File: src/olsr_pkg.sv
// Constants, register map and reset values for the local status register bank.
// Assumes a single 40 MHz clock and an AHB-Lite slave port with 32-bit data.
// Notes on behaviour
// - Terminal role: shadow mirrors partner status whenever optical link is up.
// - Center role: shadow copies after power-on, keeps value over warm reset, power down.
// - After link returns, center shadow resumes mirroring while link stays up.
// - Shadow resets to 0x07 in terminal role, 0x47 in center role.
// - Status bit 6 is read-only role: 1 terminal, 0 center.
// - Status bit 5 reads 1 in any loopback state, resets to 0.
// - Bit 4 loss-notify method: software in center role, pin in terminal role.
// - Bit 3 diagnostic fail: software in center role, pin in terminal role.
// - Bit 2 copper link down, resets 1; terminal role ignores writes.
// - Bit 1 reads 1 when fibre signal detect shows no signal.
// - Bit 0 is the inverse of the active-low power-down pin.
// - Second-status bit 3 writable in center role, held 0 in terminal role.
// - Second-status bit 2 shows autoneg strap in terminal role, 0 in center role.
// - Partner status uses the same bit layout as the first local status.
`default_nettype none
package olsr_pkg;
	localparam logic [7:0] OFF_SHADOW  = 8'h4f;
	localparam logic [7:0] OFF_STAT1   = 8'h50;
	localparam logic [7:0] OFF_STAT2   = 8'h51;
	localparam logic [7:0] OFF_PARTNER = 8'h58;
	localparam logic [7:0] OFF_IRQ_ST  = 8'h60;
	localparam logic [7:0] OFF_IRQ_MSK = 8'h61;
	localparam int         BIT_ROLE    = 6;
	localparam int         BIT_LOOP    = 5;
	localparam int         BIT_NOTIFY  = 4;
	localparam int         BIT_DIAG    = 3;
	localparam int         BIT_CULD    = 2;
	localparam int         BIT_OSL     = 1;
	localparam int         BIT_PD      = 0;
	localparam int         BIT_MULTI   = 3;
	localparam int         BIT_ANEG    = 2;
	localparam logic [7:0] SHADOW_RST_TERM   = 8'h07;
	localparam logic [7:0] SHADOW_RST_CENTER = 8'h47;
	localparam logic [7:0] PARTNER_RST_TERM  = 8'h07;
	localparam logic [7:0] PARTNER_RST_CENTER = 8'h47;
	localparam logic [7:0] STAT1_RST   = 8'h04;
	localparam logic [7:0] STAT2_RST   = 8'h00;
	localparam logic [3:0] STAT2_WMASK = 4'h8;
	localparam logic [1:0] HTRANS_NONSEQ = 2'h2;
	// Interrupt status bits: shadow changed, optical loss, copper down, loopback entry.
	localparam int IRQ_SHADOW = 0;
	localparam int IRQ_OSL    = 1;
	localparam int IRQ_CULD   = 2;
	localparam int IRQ_LOOP   = 3;
	localparam logic [3:0] IRQ_NONE = 4'h0;
	typedef enum logic [1:0] {
		OLSR_SH_INIT   = 2'b00,
		OLSR_SH_MIRROR = 2'b01,
		OLSR_SH_HOLD   = 2'b10
	} olsr_shadow_state_t;
endpackage : olsr_pkg
`default_nettype wire

File: src/oam_local_status_regs.sv
// Top of the local status register bank with partner shadow and interrupt logic.
// Assumes an AHB-Lite master on hclk and asynchronous status pins from the board.
// Register index i sits at byte address 4*i; data sits in the low byte.
`default_nettype none
module oam_local_status_regs (
	input  wire logic        hclk,
	input  wire logic        hresetn,
	input  wire logic        hsel,
	input  wire logic [31:0] haddr,
	input  wire logic [1:0]  htrans,
	input  wire logic        hwrite,
	input  wire logic [2:0]  hsize,
	input  wire logic [31:0] hwdata,
	input  wire logic        hready,
	output var  logic        hreadyout,
	output var  logic        hresp,
	output var  logic [31:0] hrdata,
	input  wire logic        por_n,
	input  wire logic        terminal_role,
	input  wire logic        center_loop_state_a,
	input  wire logic        center_loop_state_b,
	input  wire logic        terminal_loop_state,
	input  wire logic        loss_notify_pin,
	input  wire logic        diag_fail_pin,
	input  wire logic        copper_link_down_hw,
	input  wire logic        fibre_signal_detect_pin,
	input  wire logic        power_down_pin_n,
	input  wire logic        copper_autoneg_strap,
	input  wire logic        opt_link_up,
	input  wire logic [7:0]  partner_status,
	output var  logic        irq
);
	logic       wr_stb;
	logic       rd_take;
	logic [7:0] acc_addr;
	logic       role_s;
	logic       notify_s;
	logic       diag_s;
	logic       sd_s;
	logic       pdn_s;
	logic       aneg_s;
	logic       loop_s;
	logic       link_s;
	logic       culd_s;
	logic       loop_any;

	logic [7:0] stat1_reg;
	logic [7:0] stat1_next;
	logic [7:0] stat2_reg;
	logic [7:0] stat2_next;
	logic [7:0] shadow_reg;
	logic [7:0] shadow_next;
	logic [3:0] irq_st_reg;
	logic [3:0] irq_st_next;
	logic [3:0] irq_msk_reg;
	logic [3:0] irq_msk_next;
	logic [31:0] rdata_reg;
	logic [31:0] rdata_next;
	logic       osl_d_reg;
	logic       culd_d_reg;
	logic       loop_d_reg;
	logic       init_done_reg;
	logic       init_done_next;
	logic       strap_done_reg;
	olsr_pkg::olsr_shadow_state_t sh_state_reg;
	olsr_pkg::olsr_shadow_state_t sh_state_next;

	// Bus front end.
	olsr_ahb_slave u_bus (
		.hclk      (hclk),
		.hresetn   (hresetn),
		.hsel      (hsel),
		.haddr     (haddr),
		.htrans    (htrans),
		.hwrite    (hwrite),
		.hready    (hready),
		.hreadyout (hreadyout),
		.hresp     (hresp),
		.wr_stb    (wr_stb),
		.rd_stb    (),
		.acc_addr  (acc_addr)
	);

	// Pin synchronisers; each pin passes four flops before use.
	olsr_sync #(.RST_VAL(1'b0)) u_role (
		.hclk(hclk), .hresetn(hresetn), .pin_in(terminal_role), .level_out(role_s));
	olsr_sync #(.RST_VAL(1'b0)) u_notify (
		.hclk(hclk), .hresetn(hresetn), .pin_in(loss_notify_pin), .level_out(notify_s));
	olsr_sync #(.RST_VAL(1'b0)) u_diag (
		.hclk(hclk), .hresetn(hresetn), .pin_in(diag_fail_pin), .level_out(diag_s));
	olsr_sync #(.RST_VAL(1'b0)) u_sd (
		.hclk(hclk), .hresetn(hresetn), .pin_in(fibre_signal_detect_pin), .level_out(sd_s));
	olsr_sync #(.RST_VAL(1'b1)) u_pdn (
		.hclk(hclk), .hresetn(hresetn), .pin_in(power_down_pin_n), .level_out(pdn_s));
	olsr_sync #(.RST_VAL(1'b0)) u_aneg (
		.hclk(hclk), .hresetn(hresetn), .pin_in(copper_autoneg_strap), .level_out(aneg_s));
	olsr_sync #(.RST_VAL(1'b0)) u_loop (
		.hclk(hclk), .hresetn(hresetn), .pin_in(loop_any), .level_out(loop_s));
	olsr_sync #(.RST_VAL(1'b0)) u_link (
		.hclk(hclk), .hresetn(hresetn), .pin_in(opt_link_up), .level_out(link_s));
	olsr_sync #(.RST_VAL(1'b1)) u_culd (
		.hclk(hclk), .hresetn(hresetn), .pin_in(copper_link_down_hw), .level_out(culd_s));

	// A read address phase taken at this edge; read data and read-clear act on it.
	assign rd_take = hsel && hready && (htrans == olsr_pkg::HTRANS_NONSEQ) && !hwrite;

	// Any of the three loopback states counts as loopback.
	assign loop_any = center_loop_state_a | center_loop_state_b | terminal_loop_state;

	// First local status register: hardware bits and role-dependent software bits.
	always_comb begin
		stat1_next = stat1_reg;
		if (wr_stb && (acc_addr == olsr_pkg::OFF_STAT1) && !role_s) begin
			stat1_next[olsr_pkg::BIT_NOTIFY] = hwdata[olsr_pkg::BIT_NOTIFY];
			stat1_next[olsr_pkg::BIT_DIAG]   = hwdata[olsr_pkg::BIT_DIAG];
			stat1_next[olsr_pkg::BIT_CULD]   = hwdata[olsr_pkg::BIT_CULD];
		end
		if (role_s) begin
			stat1_next[olsr_pkg::BIT_NOTIFY] = notify_s;
			stat1_next[olsr_pkg::BIT_DIAG]   = diag_s;
			stat1_next[olsr_pkg::BIT_CULD]   = culd_s;
		end
		stat1_next[7] = 1'b0;
		stat1_next[olsr_pkg::BIT_ROLE] = role_s;
		stat1_next[olsr_pkg::BIT_LOOP] = loop_s;
		stat1_next[olsr_pkg::BIT_OSL] = !sd_s;
		stat1_next[olsr_pkg::BIT_PD] = !pdn_s;
	end

	// Second local status register.
	always_comb begin
		stat2_next = stat2_reg;
		if (wr_stb && (acc_addr == olsr_pkg::OFF_STAT2)) begin
			stat2_next[olsr_pkg::BIT_MULTI] = hwdata[olsr_pkg::BIT_MULTI] & !role_s;
		end
		if (role_s) begin
			stat2_next[olsr_pkg::BIT_MULTI] = 1'b0;
		end
		stat2_next[7:4] = olsr_pkg::STAT2_RST[7:4];
		stat2_next[1:0] = olsr_pkg::STAT2_RST[1:0];
		stat2_next[olsr_pkg::BIT_ANEG] = role_s & aneg_s;
	end

	// Shadow state: mirror while link up; center holds through warm reset.
	always_comb begin
		sh_state_next  = sh_state_reg;
		shadow_next    = shadow_reg;
		init_done_next = init_done_reg;
		case (sh_state_reg)
			olsr_pkg::OLSR_SH_INIT: begin
				if (strap_done_reg) begin
					sh_state_next = (role_s || !init_done_reg) ?
						olsr_pkg::OLSR_SH_MIRROR : olsr_pkg::OLSR_SH_HOLD;
				end
			end
			olsr_pkg::OLSR_SH_MIRROR: begin
				if (link_s) begin
					shadow_next    = partner_status;
					init_done_next = 1'b1;
				end else if (role_s || !init_done_reg) begin
					shadow_next = role_s ? olsr_pkg::SHADOW_RST_TERM : olsr_pkg::SHADOW_RST_CENTER;
				end
			end
			olsr_pkg::OLSR_SH_HOLD: begin
				// resume on link
				// The role is only known a few cycles after reset, so terminal leaves here too.
				if (link_s || role_s) begin
					sh_state_next = olsr_pkg::OLSR_SH_MIRROR;
				end
			end
			default: begin
				sh_state_next = olsr_pkg::OLSR_SH_INIT;
			end
		endcase
	end

	// Interrupt status: set wins over the clear done by a read.
	always_comb begin
		irq_st_next  = irq_st_reg;
		irq_msk_next = irq_msk_reg;
		if (rd_take && (haddr[9:2] == olsr_pkg::OFF_IRQ_ST)) begin
			irq_st_next = olsr_pkg::IRQ_NONE;
		end
		if (wr_stb && (acc_addr == olsr_pkg::OFF_IRQ_MSK)) begin
			irq_msk_next = hwdata[3:0];
		end
		if (shadow_next != shadow_reg) begin
			irq_st_next[olsr_pkg::IRQ_SHADOW] = 1'b1;
		end
		if (stat1_reg[olsr_pkg::BIT_OSL] && !osl_d_reg) begin
			irq_st_next[olsr_pkg::IRQ_OSL] = 1'b1;
		end
		if (stat1_reg[olsr_pkg::BIT_CULD] && !culd_d_reg) begin
			irq_st_next[olsr_pkg::IRQ_CULD] = 1'b1;
		end
		if (stat1_reg[olsr_pkg::BIT_LOOP] && !loop_d_reg) begin
			irq_st_next[olsr_pkg::IRQ_LOOP] = 1'b1;
		end
	end

	// Read data mux, loaded at the address phase so it stands through the data phase.
	always_comb begin
		rdata_next = rdata_reg;
		if (rd_take) begin
			rdata_next = 32'h0000_0000;
			case (haddr[9:2])
				olsr_pkg::OFF_SHADOW:  rdata_next[7:0] = shadow_reg;
				olsr_pkg::OFF_STAT1:   rdata_next[7:0] = stat1_reg;
				olsr_pkg::OFF_STAT2:   rdata_next[7:0] = stat2_reg;
				olsr_pkg::OFF_IRQ_ST:  rdata_next[3:0] = irq_st_reg;
				olsr_pkg::OFF_IRQ_MSK: rdata_next[3:0] = irq_msk_reg;
				default:               rdata_next = 32'h0000_0000;
			endcase
		end
	end

	// Registers cleared by warm reset.
	always_ff @(posedge hclk or negedge hresetn) begin
		if (!hresetn) begin
			stat1_reg      <= olsr_pkg::STAT1_RST;
			stat2_reg      <= olsr_pkg::STAT2_RST;
			irq_st_reg     <= olsr_pkg::IRQ_NONE;
			irq_msk_reg    <= olsr_pkg::IRQ_NONE;
			rdata_reg      <= 32'h0000_0000;
			osl_d_reg      <= 1'b0;
			culd_d_reg     <= 1'b1;
			loop_d_reg     <= 1'b0;
			sh_state_reg   <= olsr_pkg::OLSR_SH_INIT;
			strap_done_reg <= 1'b0;
		end else begin
			stat1_reg      <= stat1_next;
			stat2_reg      <= stat2_next;
			irq_st_reg     <= irq_st_next;
			irq_msk_reg    <= irq_msk_next;
			rdata_reg      <= rdata_next;
			osl_d_reg      <= stat1_reg[olsr_pkg::BIT_OSL];
			culd_d_reg     <= stat1_reg[olsr_pkg::BIT_CULD];
			loop_d_reg     <= stat1_reg[olsr_pkg::BIT_LOOP];
			sh_state_reg   <= (!pdn_s) ? olsr_pkg::OLSR_SH_INIT : sh_state_next;
			strap_done_reg <= pdn_s;
		end
	end

	// The power-on marker survives warm reset, and so does the shadow in center role once a link has set it; only power-on clears the marker.
	always_ff @(posedge hclk or negedge por_n) begin
		if (!por_n) begin
			shadow_reg    <= olsr_pkg::SHADOW_RST_TERM;
			init_done_reg <= 1'b0;
		end else if (!hresetn) begin
			if (!init_done_reg || role_s) begin
				shadow_reg <= role_s ? olsr_pkg::SHADOW_RST_TERM : olsr_pkg::SHADOW_RST_CENTER;
			end
		end else if (!init_done_reg && (sh_state_reg == olsr_pkg::OLSR_SH_INIT)) begin
			shadow_reg <= role_s ? olsr_pkg::SHADOW_RST_TERM : olsr_pkg::SHADOW_RST_CENTER;
		end else begin
			shadow_reg    <= shadow_next;
			init_done_reg <= init_done_next;
		end
	end

	assign hrdata = rdata_reg;
	assign irq    = |(irq_st_reg & irq_msk_reg);
endmodule : oam_local_status_regs
`default_nettype wire

File: src/olsr_sync.sv
// Three-flop synchroniser with agreement filter for one asynchronous pin.
// Assumes the pin is quasi-static compared with the 40 MHz clock.
`default_nettype none
module olsr_sync #(
	parameter logic RST_VAL = 1'b0
) (
	input  wire logic hclk,
	input  wire logic hresetn,
	input  wire logic pin_in,
	output var  logic level_out
);
	logic s1_reg;
	logic s2_reg;
	logic s3_reg;
	logic lvl_reg;
	logic lvl_next;

	// The filtered level moves only when the second and third stages agree.
	always_comb begin
		lvl_next = lvl_reg;
		if (s2_reg == s3_reg) begin
			lvl_next = s2_reg;
		end
	end

	// Stage chain; the first stage feeds only the second.
	always_ff @(posedge hclk or negedge hresetn) begin
		if (!hresetn) begin
			s1_reg  <= RST_VAL;
			s2_reg  <= RST_VAL;
			s3_reg  <= RST_VAL;
			lvl_reg <= RST_VAL;
		end else begin
			s1_reg  <= pin_in;
			s2_reg  <= s1_reg;
			s3_reg  <= s2_reg;
			lvl_reg <= lvl_next;
		end
	end

	assign level_out = lvl_reg;
endmodule : olsr_sync
`default_nettype wire

File: src/olsr_ahb_slave.sv
// AHB-Lite slave front end: captures the address phase and raises one-cycle strobes.
// Assumes single word transfers; always OKAY and zero wait states.
`default_nettype none
module olsr_ahb_slave (
	input  wire logic        hclk,
	input  wire logic        hresetn,
	input  wire logic        hsel,
	input  wire logic [31:0] haddr,
	input  wire logic [1:0]  htrans,
	input  wire logic        hwrite,
	input  wire logic        hready,
	output var  logic        hreadyout,
	output var  logic        hresp,
	output var  logic        wr_stb,
	output var  logic        rd_stb,
	output var  logic [7:0]  acc_addr
);
	logic       wr_reg;
	logic       wr_next;
	logic       rd_reg;
	logic       rd_next;
	logic [7:0] addr_reg;
	logic [7:0] addr_next;

	// A valid address phase is remembered for the following data phase.
	always_comb begin
		wr_next   = 1'b0;
		rd_next   = 1'b0;
		addr_next = addr_reg;
		if (hsel && hready && (htrans == olsr_pkg::HTRANS_NONSEQ)) begin
			wr_next   = hwrite;
			rd_next   = !hwrite;
			addr_next = haddr[9:2];
		end
	end

	// Address phase registers.
	always_ff @(posedge hclk or negedge hresetn) begin
		if (!hresetn) begin
			wr_reg   <= 1'b0;
			rd_reg   <= 1'b0;
			addr_reg <= 8'h00;
		end else begin
			wr_reg   <= wr_next;
			rd_reg   <= rd_next;
			addr_reg <= addr_next;
		end
	end

	assign hreadyout = 1'b1;
	assign hresp     = 1'b0;
	assign wr_stb    = wr_reg;
	assign rd_stb    = rd_reg;
	assign acc_addr  = addr_reg;
endmodule : olsr_ahb_slave
`default_nettype wire

File: config.mk
export PLATFORM = sky130hd
export DESIGN_NAME = oam_local_status_regs
export DESIGN_NICKNAME = d
export VERILOG_FILES = /design/src/olsr_pkg.sv /design/src/oam_local_status_regs.sv /design/src/olsr_sync.sv /design/src/olsr_ahb_slave.sv
export SDC_FILE = /design/constraint.sdc
export NUM_CORES = 1
export LEC_CHECK = 0
export BUFFER_PORTS_ARGS = -buffer_cell sky130_fd_sc_hd__buf_2
export CORE_MARGIN = 1.5
export CORE_UTILIZATION = 49
export DETAILED_ROUTE_END_ITERATION = 10
export HOLD_SLACK_MARGIN = 0.15
export PLACE_DENSITY_LB_ADDON = 0.2
export SYNTH_ARGS = -nofsm -noshare
export SYNTH_HDL_FRONTEND = slang
export SYNTH_SLANG_ARGS = --single-unit
File: constraint.sdc
create_clock -name hclk -period 1.9 [get_ports hclk]
set_input_delay 0 -clock hclk [delete_from_list [all_inputs] [get_ports hclk]]
set_output_delay 0 -clock hclk [all_outputs]
set_load 0.02 [all_outputs]
==> flow_summary.ini <==
[run_status]
status = finished clean

[floorplanning]
die_x_um = 88.67
initial_core_util_pct = 50.11
dieArea_sq_um = 7861
core_area_sq_um = 7176
die_y_um = 88.67
io_pins = 129
row_count = 31

[final_layout]
mostFrequentLayoutCells = 72 x dfrtp_1, 47 x buf_2, 38 x dlygate4sd3_1, 26 x conb_1, 25 x nand2_1
area_delta_synth_final_pct = 24.32
final_layout_size_suffix_gt1_share_pct = 24.32
n_fill_cell = 582
layout.nets = 496
final_common_cell = dfrtp_1
n_antenna_cell = 0

[clock_tree]
cts_hold_buffers = 38
cts_resized = 0
clockBufferDepth = 2
cts_setup_buffers = 0
clockRootBuffer = clkbuf_8
h-tree-depth = 3
clk_pin_slew_ns = 0.09
cts.sinks = 85
numCtsBuffers = 9
cts_tree = yes
insertion_delay_ns = 0.34

[setup_path]
critical_path_class = input pin to register
worstPathRequired_ns = 2.13
crit_path_start_kind = input pin
worstSetupEndpoint = u_bus.wr_stb$_DFF_PN0_
r2r_start = u_link.level_out$_DFFE_PN0N_
endpoint_kind = register
r2r-end = irq_st_reg[0]$_DFFE_PN0P_
cp-startpoint = htrans[1]
reg2reg_slack_ns = 0.28
cp.arrival_ns = 2.08
r2r_cells = 4
path_max_fanout = 11

[synth]
synthMuxAreaShare_pct = 5.393
synth-seq-area-share_pct = 59.60
async_reset_ff_share_pct = 100.0
yosys.area_share.simple_pct = 11.59
ys.flop_type = dfrtp_1
synth_top_family_by_area = compound AO/OA/AOI/OAI gates
synth-xor-area-share_pct = 0.4871
synthDistinctLibCells = 49
avgSynthCellArea_sq_um = 11.64
synthAdderAreaFrac_pct = 2.505
synth_area_sq_um = 3596
synth-edff-count = 0
synth_compound_area_share_pct = 12.39
ys_seq_elements = 85
yosysWarnings = 0
postSynthCellCount = 309

[pwr]
switchingPower_w = 0.001038
p_leak_nw = 2.025
power.density_nw_per_um2 = 884.5
p_int_w = 0.002917
p_clk_share_pct = 33.0
power_frac_seq_pct = 53.5
comb_power_share_pct = 13.6
power.total_w = 0.003954
swShare_pct = 26.24
irDropWorstVdd_mv = 0.5999

[detailed_routing]
route.detailed.drc = 0
vias = 2506
routed_wl_um = 6726
drtAntennaViolNets = 0
first_pass_iters = 4
drt-initial-drc-count = 115
routed_via_density = 4.953
routedWlPerCell_um = 13.29

[timing]
fmax_mhz = 542.6
tightest_slew_ns = 0.5927
setup_slack_ns = 0.05689
timing.setup.tns_ns = 0
hold_violations = 0
setup_violations = 0
finalCritPeriodShare_pct = 97.01
maxSlewHeadroom_pct = 60.19
maxSlewViolCount = 0
rsz0062_at_grt = false
fin_crit_ns = 1.843
clock_skew_ns = 0.009198

[global_routing]
antenna_found_initial = 0
grt_start_max_net_pins = 48
grt_pass1_vias = 2433
overflow = 0
grtUsageTotal_pct = 18.82
grt_pass1_wl_um = 11140

[run]
max_cap_violations = 0

[min_path]
hp-class = input pin to async pin

[placement]
dp_hpwl_um = 4579
routabilityCongestion = 0.8708
portBuffers = 48
pre_cts_slack_ns = 0.2782
## metrics by stage
stage	util, %	hold WS, ns	instance area (sq um)	cells
floorplan	-	-0.2956	3686	333
detailed placement	54.07	-0.1360	3880	452
global placement	54.07	-0.1397	3880	452
finish	62.30	0.1496	4471	506
CTS	62.30	0.1532	4471	506
global route	62.30	0.1880	4471	506
## worst min-delay path by stage
stage                  from                             to  slack (ns)  cells past startpoint
global route        hresetn  u_bus.acc_addr[1]$_DFFE_PN0N_        0.19                      2
global placement      por_n        shadow_reg[7]$_DFF_PN0_       -0.14                      1
floorplan           hresetn          hrdata[0]$_DFFE_PN0P_       -0.30                      0
finish              hresetn         u_bus.wr_stb$_DFF_PN0_        0.15                      2
detailed placement    por_n        shadow_reg[7]$_DFF_PN0_       -0.14                      1
CTS                    hsel          hrdata[3]$_DFFE_PN0P_        0.15                      4
## power groups by stage
stage | logic, W | clock network, W | registers (W)
6_report | 0.000536 | 0.00130 | 0.00211
5_1_grt | 0.000607 | 0.00143 | 0.00214
4_1_cts | 0.000538 | 0.00135 | 0.00212
3_5_place_dp | 0.000478 | 0 | 0.00215
3_3_place_gp | 0.000464 | 0 | 0.00214
2_1_floorplan | 0.000372 | 0 | 0.00210
## cell usage after synthesis, types with 2 or more instances
library cell  count  area [sq um]
buf_4            26         195.2
o21ai_1           2         10.01
a32oi_1           6         52.55
nand4b_1          2         17.52
a22o_1            4         35.03
o31ai_1           2         15.01
conb_1            2         7.510
o21a_1            2         15.01
nand2_1          25         93.84
maj3_1            9         90.09
xor2_1            2         17.52
clkbuf_1         10         37.54
nand2b_1          7         43.79
nor2b_1           4         25.02
nor3_1            4         20.02
o22ai_1           2         12.51
and3_1            2         12.51
o21ai_0          17         85.08
o22a_1            2         17.52
dfrtp_1          72          1802
nor2_1           13         48.80
mux2_2           11         123.9
dfstp_2          13         341.6
inv_1            13         48.80
a22oi_1           2         15.01
mux2i_1           7         70.07
a21oi_1          20         100.1
nor4bb_1          2         20.02
nand3_1           6         30.03
## critical path, stage by stage
cell and delay [ns]:
dlygate4sd3_1 0.53, buf_2 0.14, nand4b_4 0.07, dlygate4sd3_1 0.56, buf_4 0.18, nor2_1 0.05, dlygate4sd3_1 0.54
## kinds of logic (layout without fill, tap and decap cells)
kind of cell,count (synthesis),in the layout
DFF,85,85
and+or+nand+nor,75,75
AOI/OAI and AO/OA,69,69
buffers and inverters,49,123
muxes,18,18
adders and majority gates,9,9
other,2,26
xor gates and xnor gates,2,2
## per-layer routing
layer  GRT usage [%]  wire [um]  vias to the layer above
li1                -          -                     1221
met5               0          0                        -
met4           10.23        216                        0
met2           28.99       3069                       73
met1           24.66       3146                     1194
met3           4.478        293                       18
## area by class of cell
class	instances	area (sq um)	share of cell area [%]
timing repair buffer	94	683.2	15.28
sequential	85	2143	47.94
clock buffer	11	151.4	3.387
multi-input combinational	199	1261	28.21
inverter	13	48.80	1.092
clock inverter	5	58.81	1.315
tap	99	123.9	2.771
(Power assumes the default switching activity.)
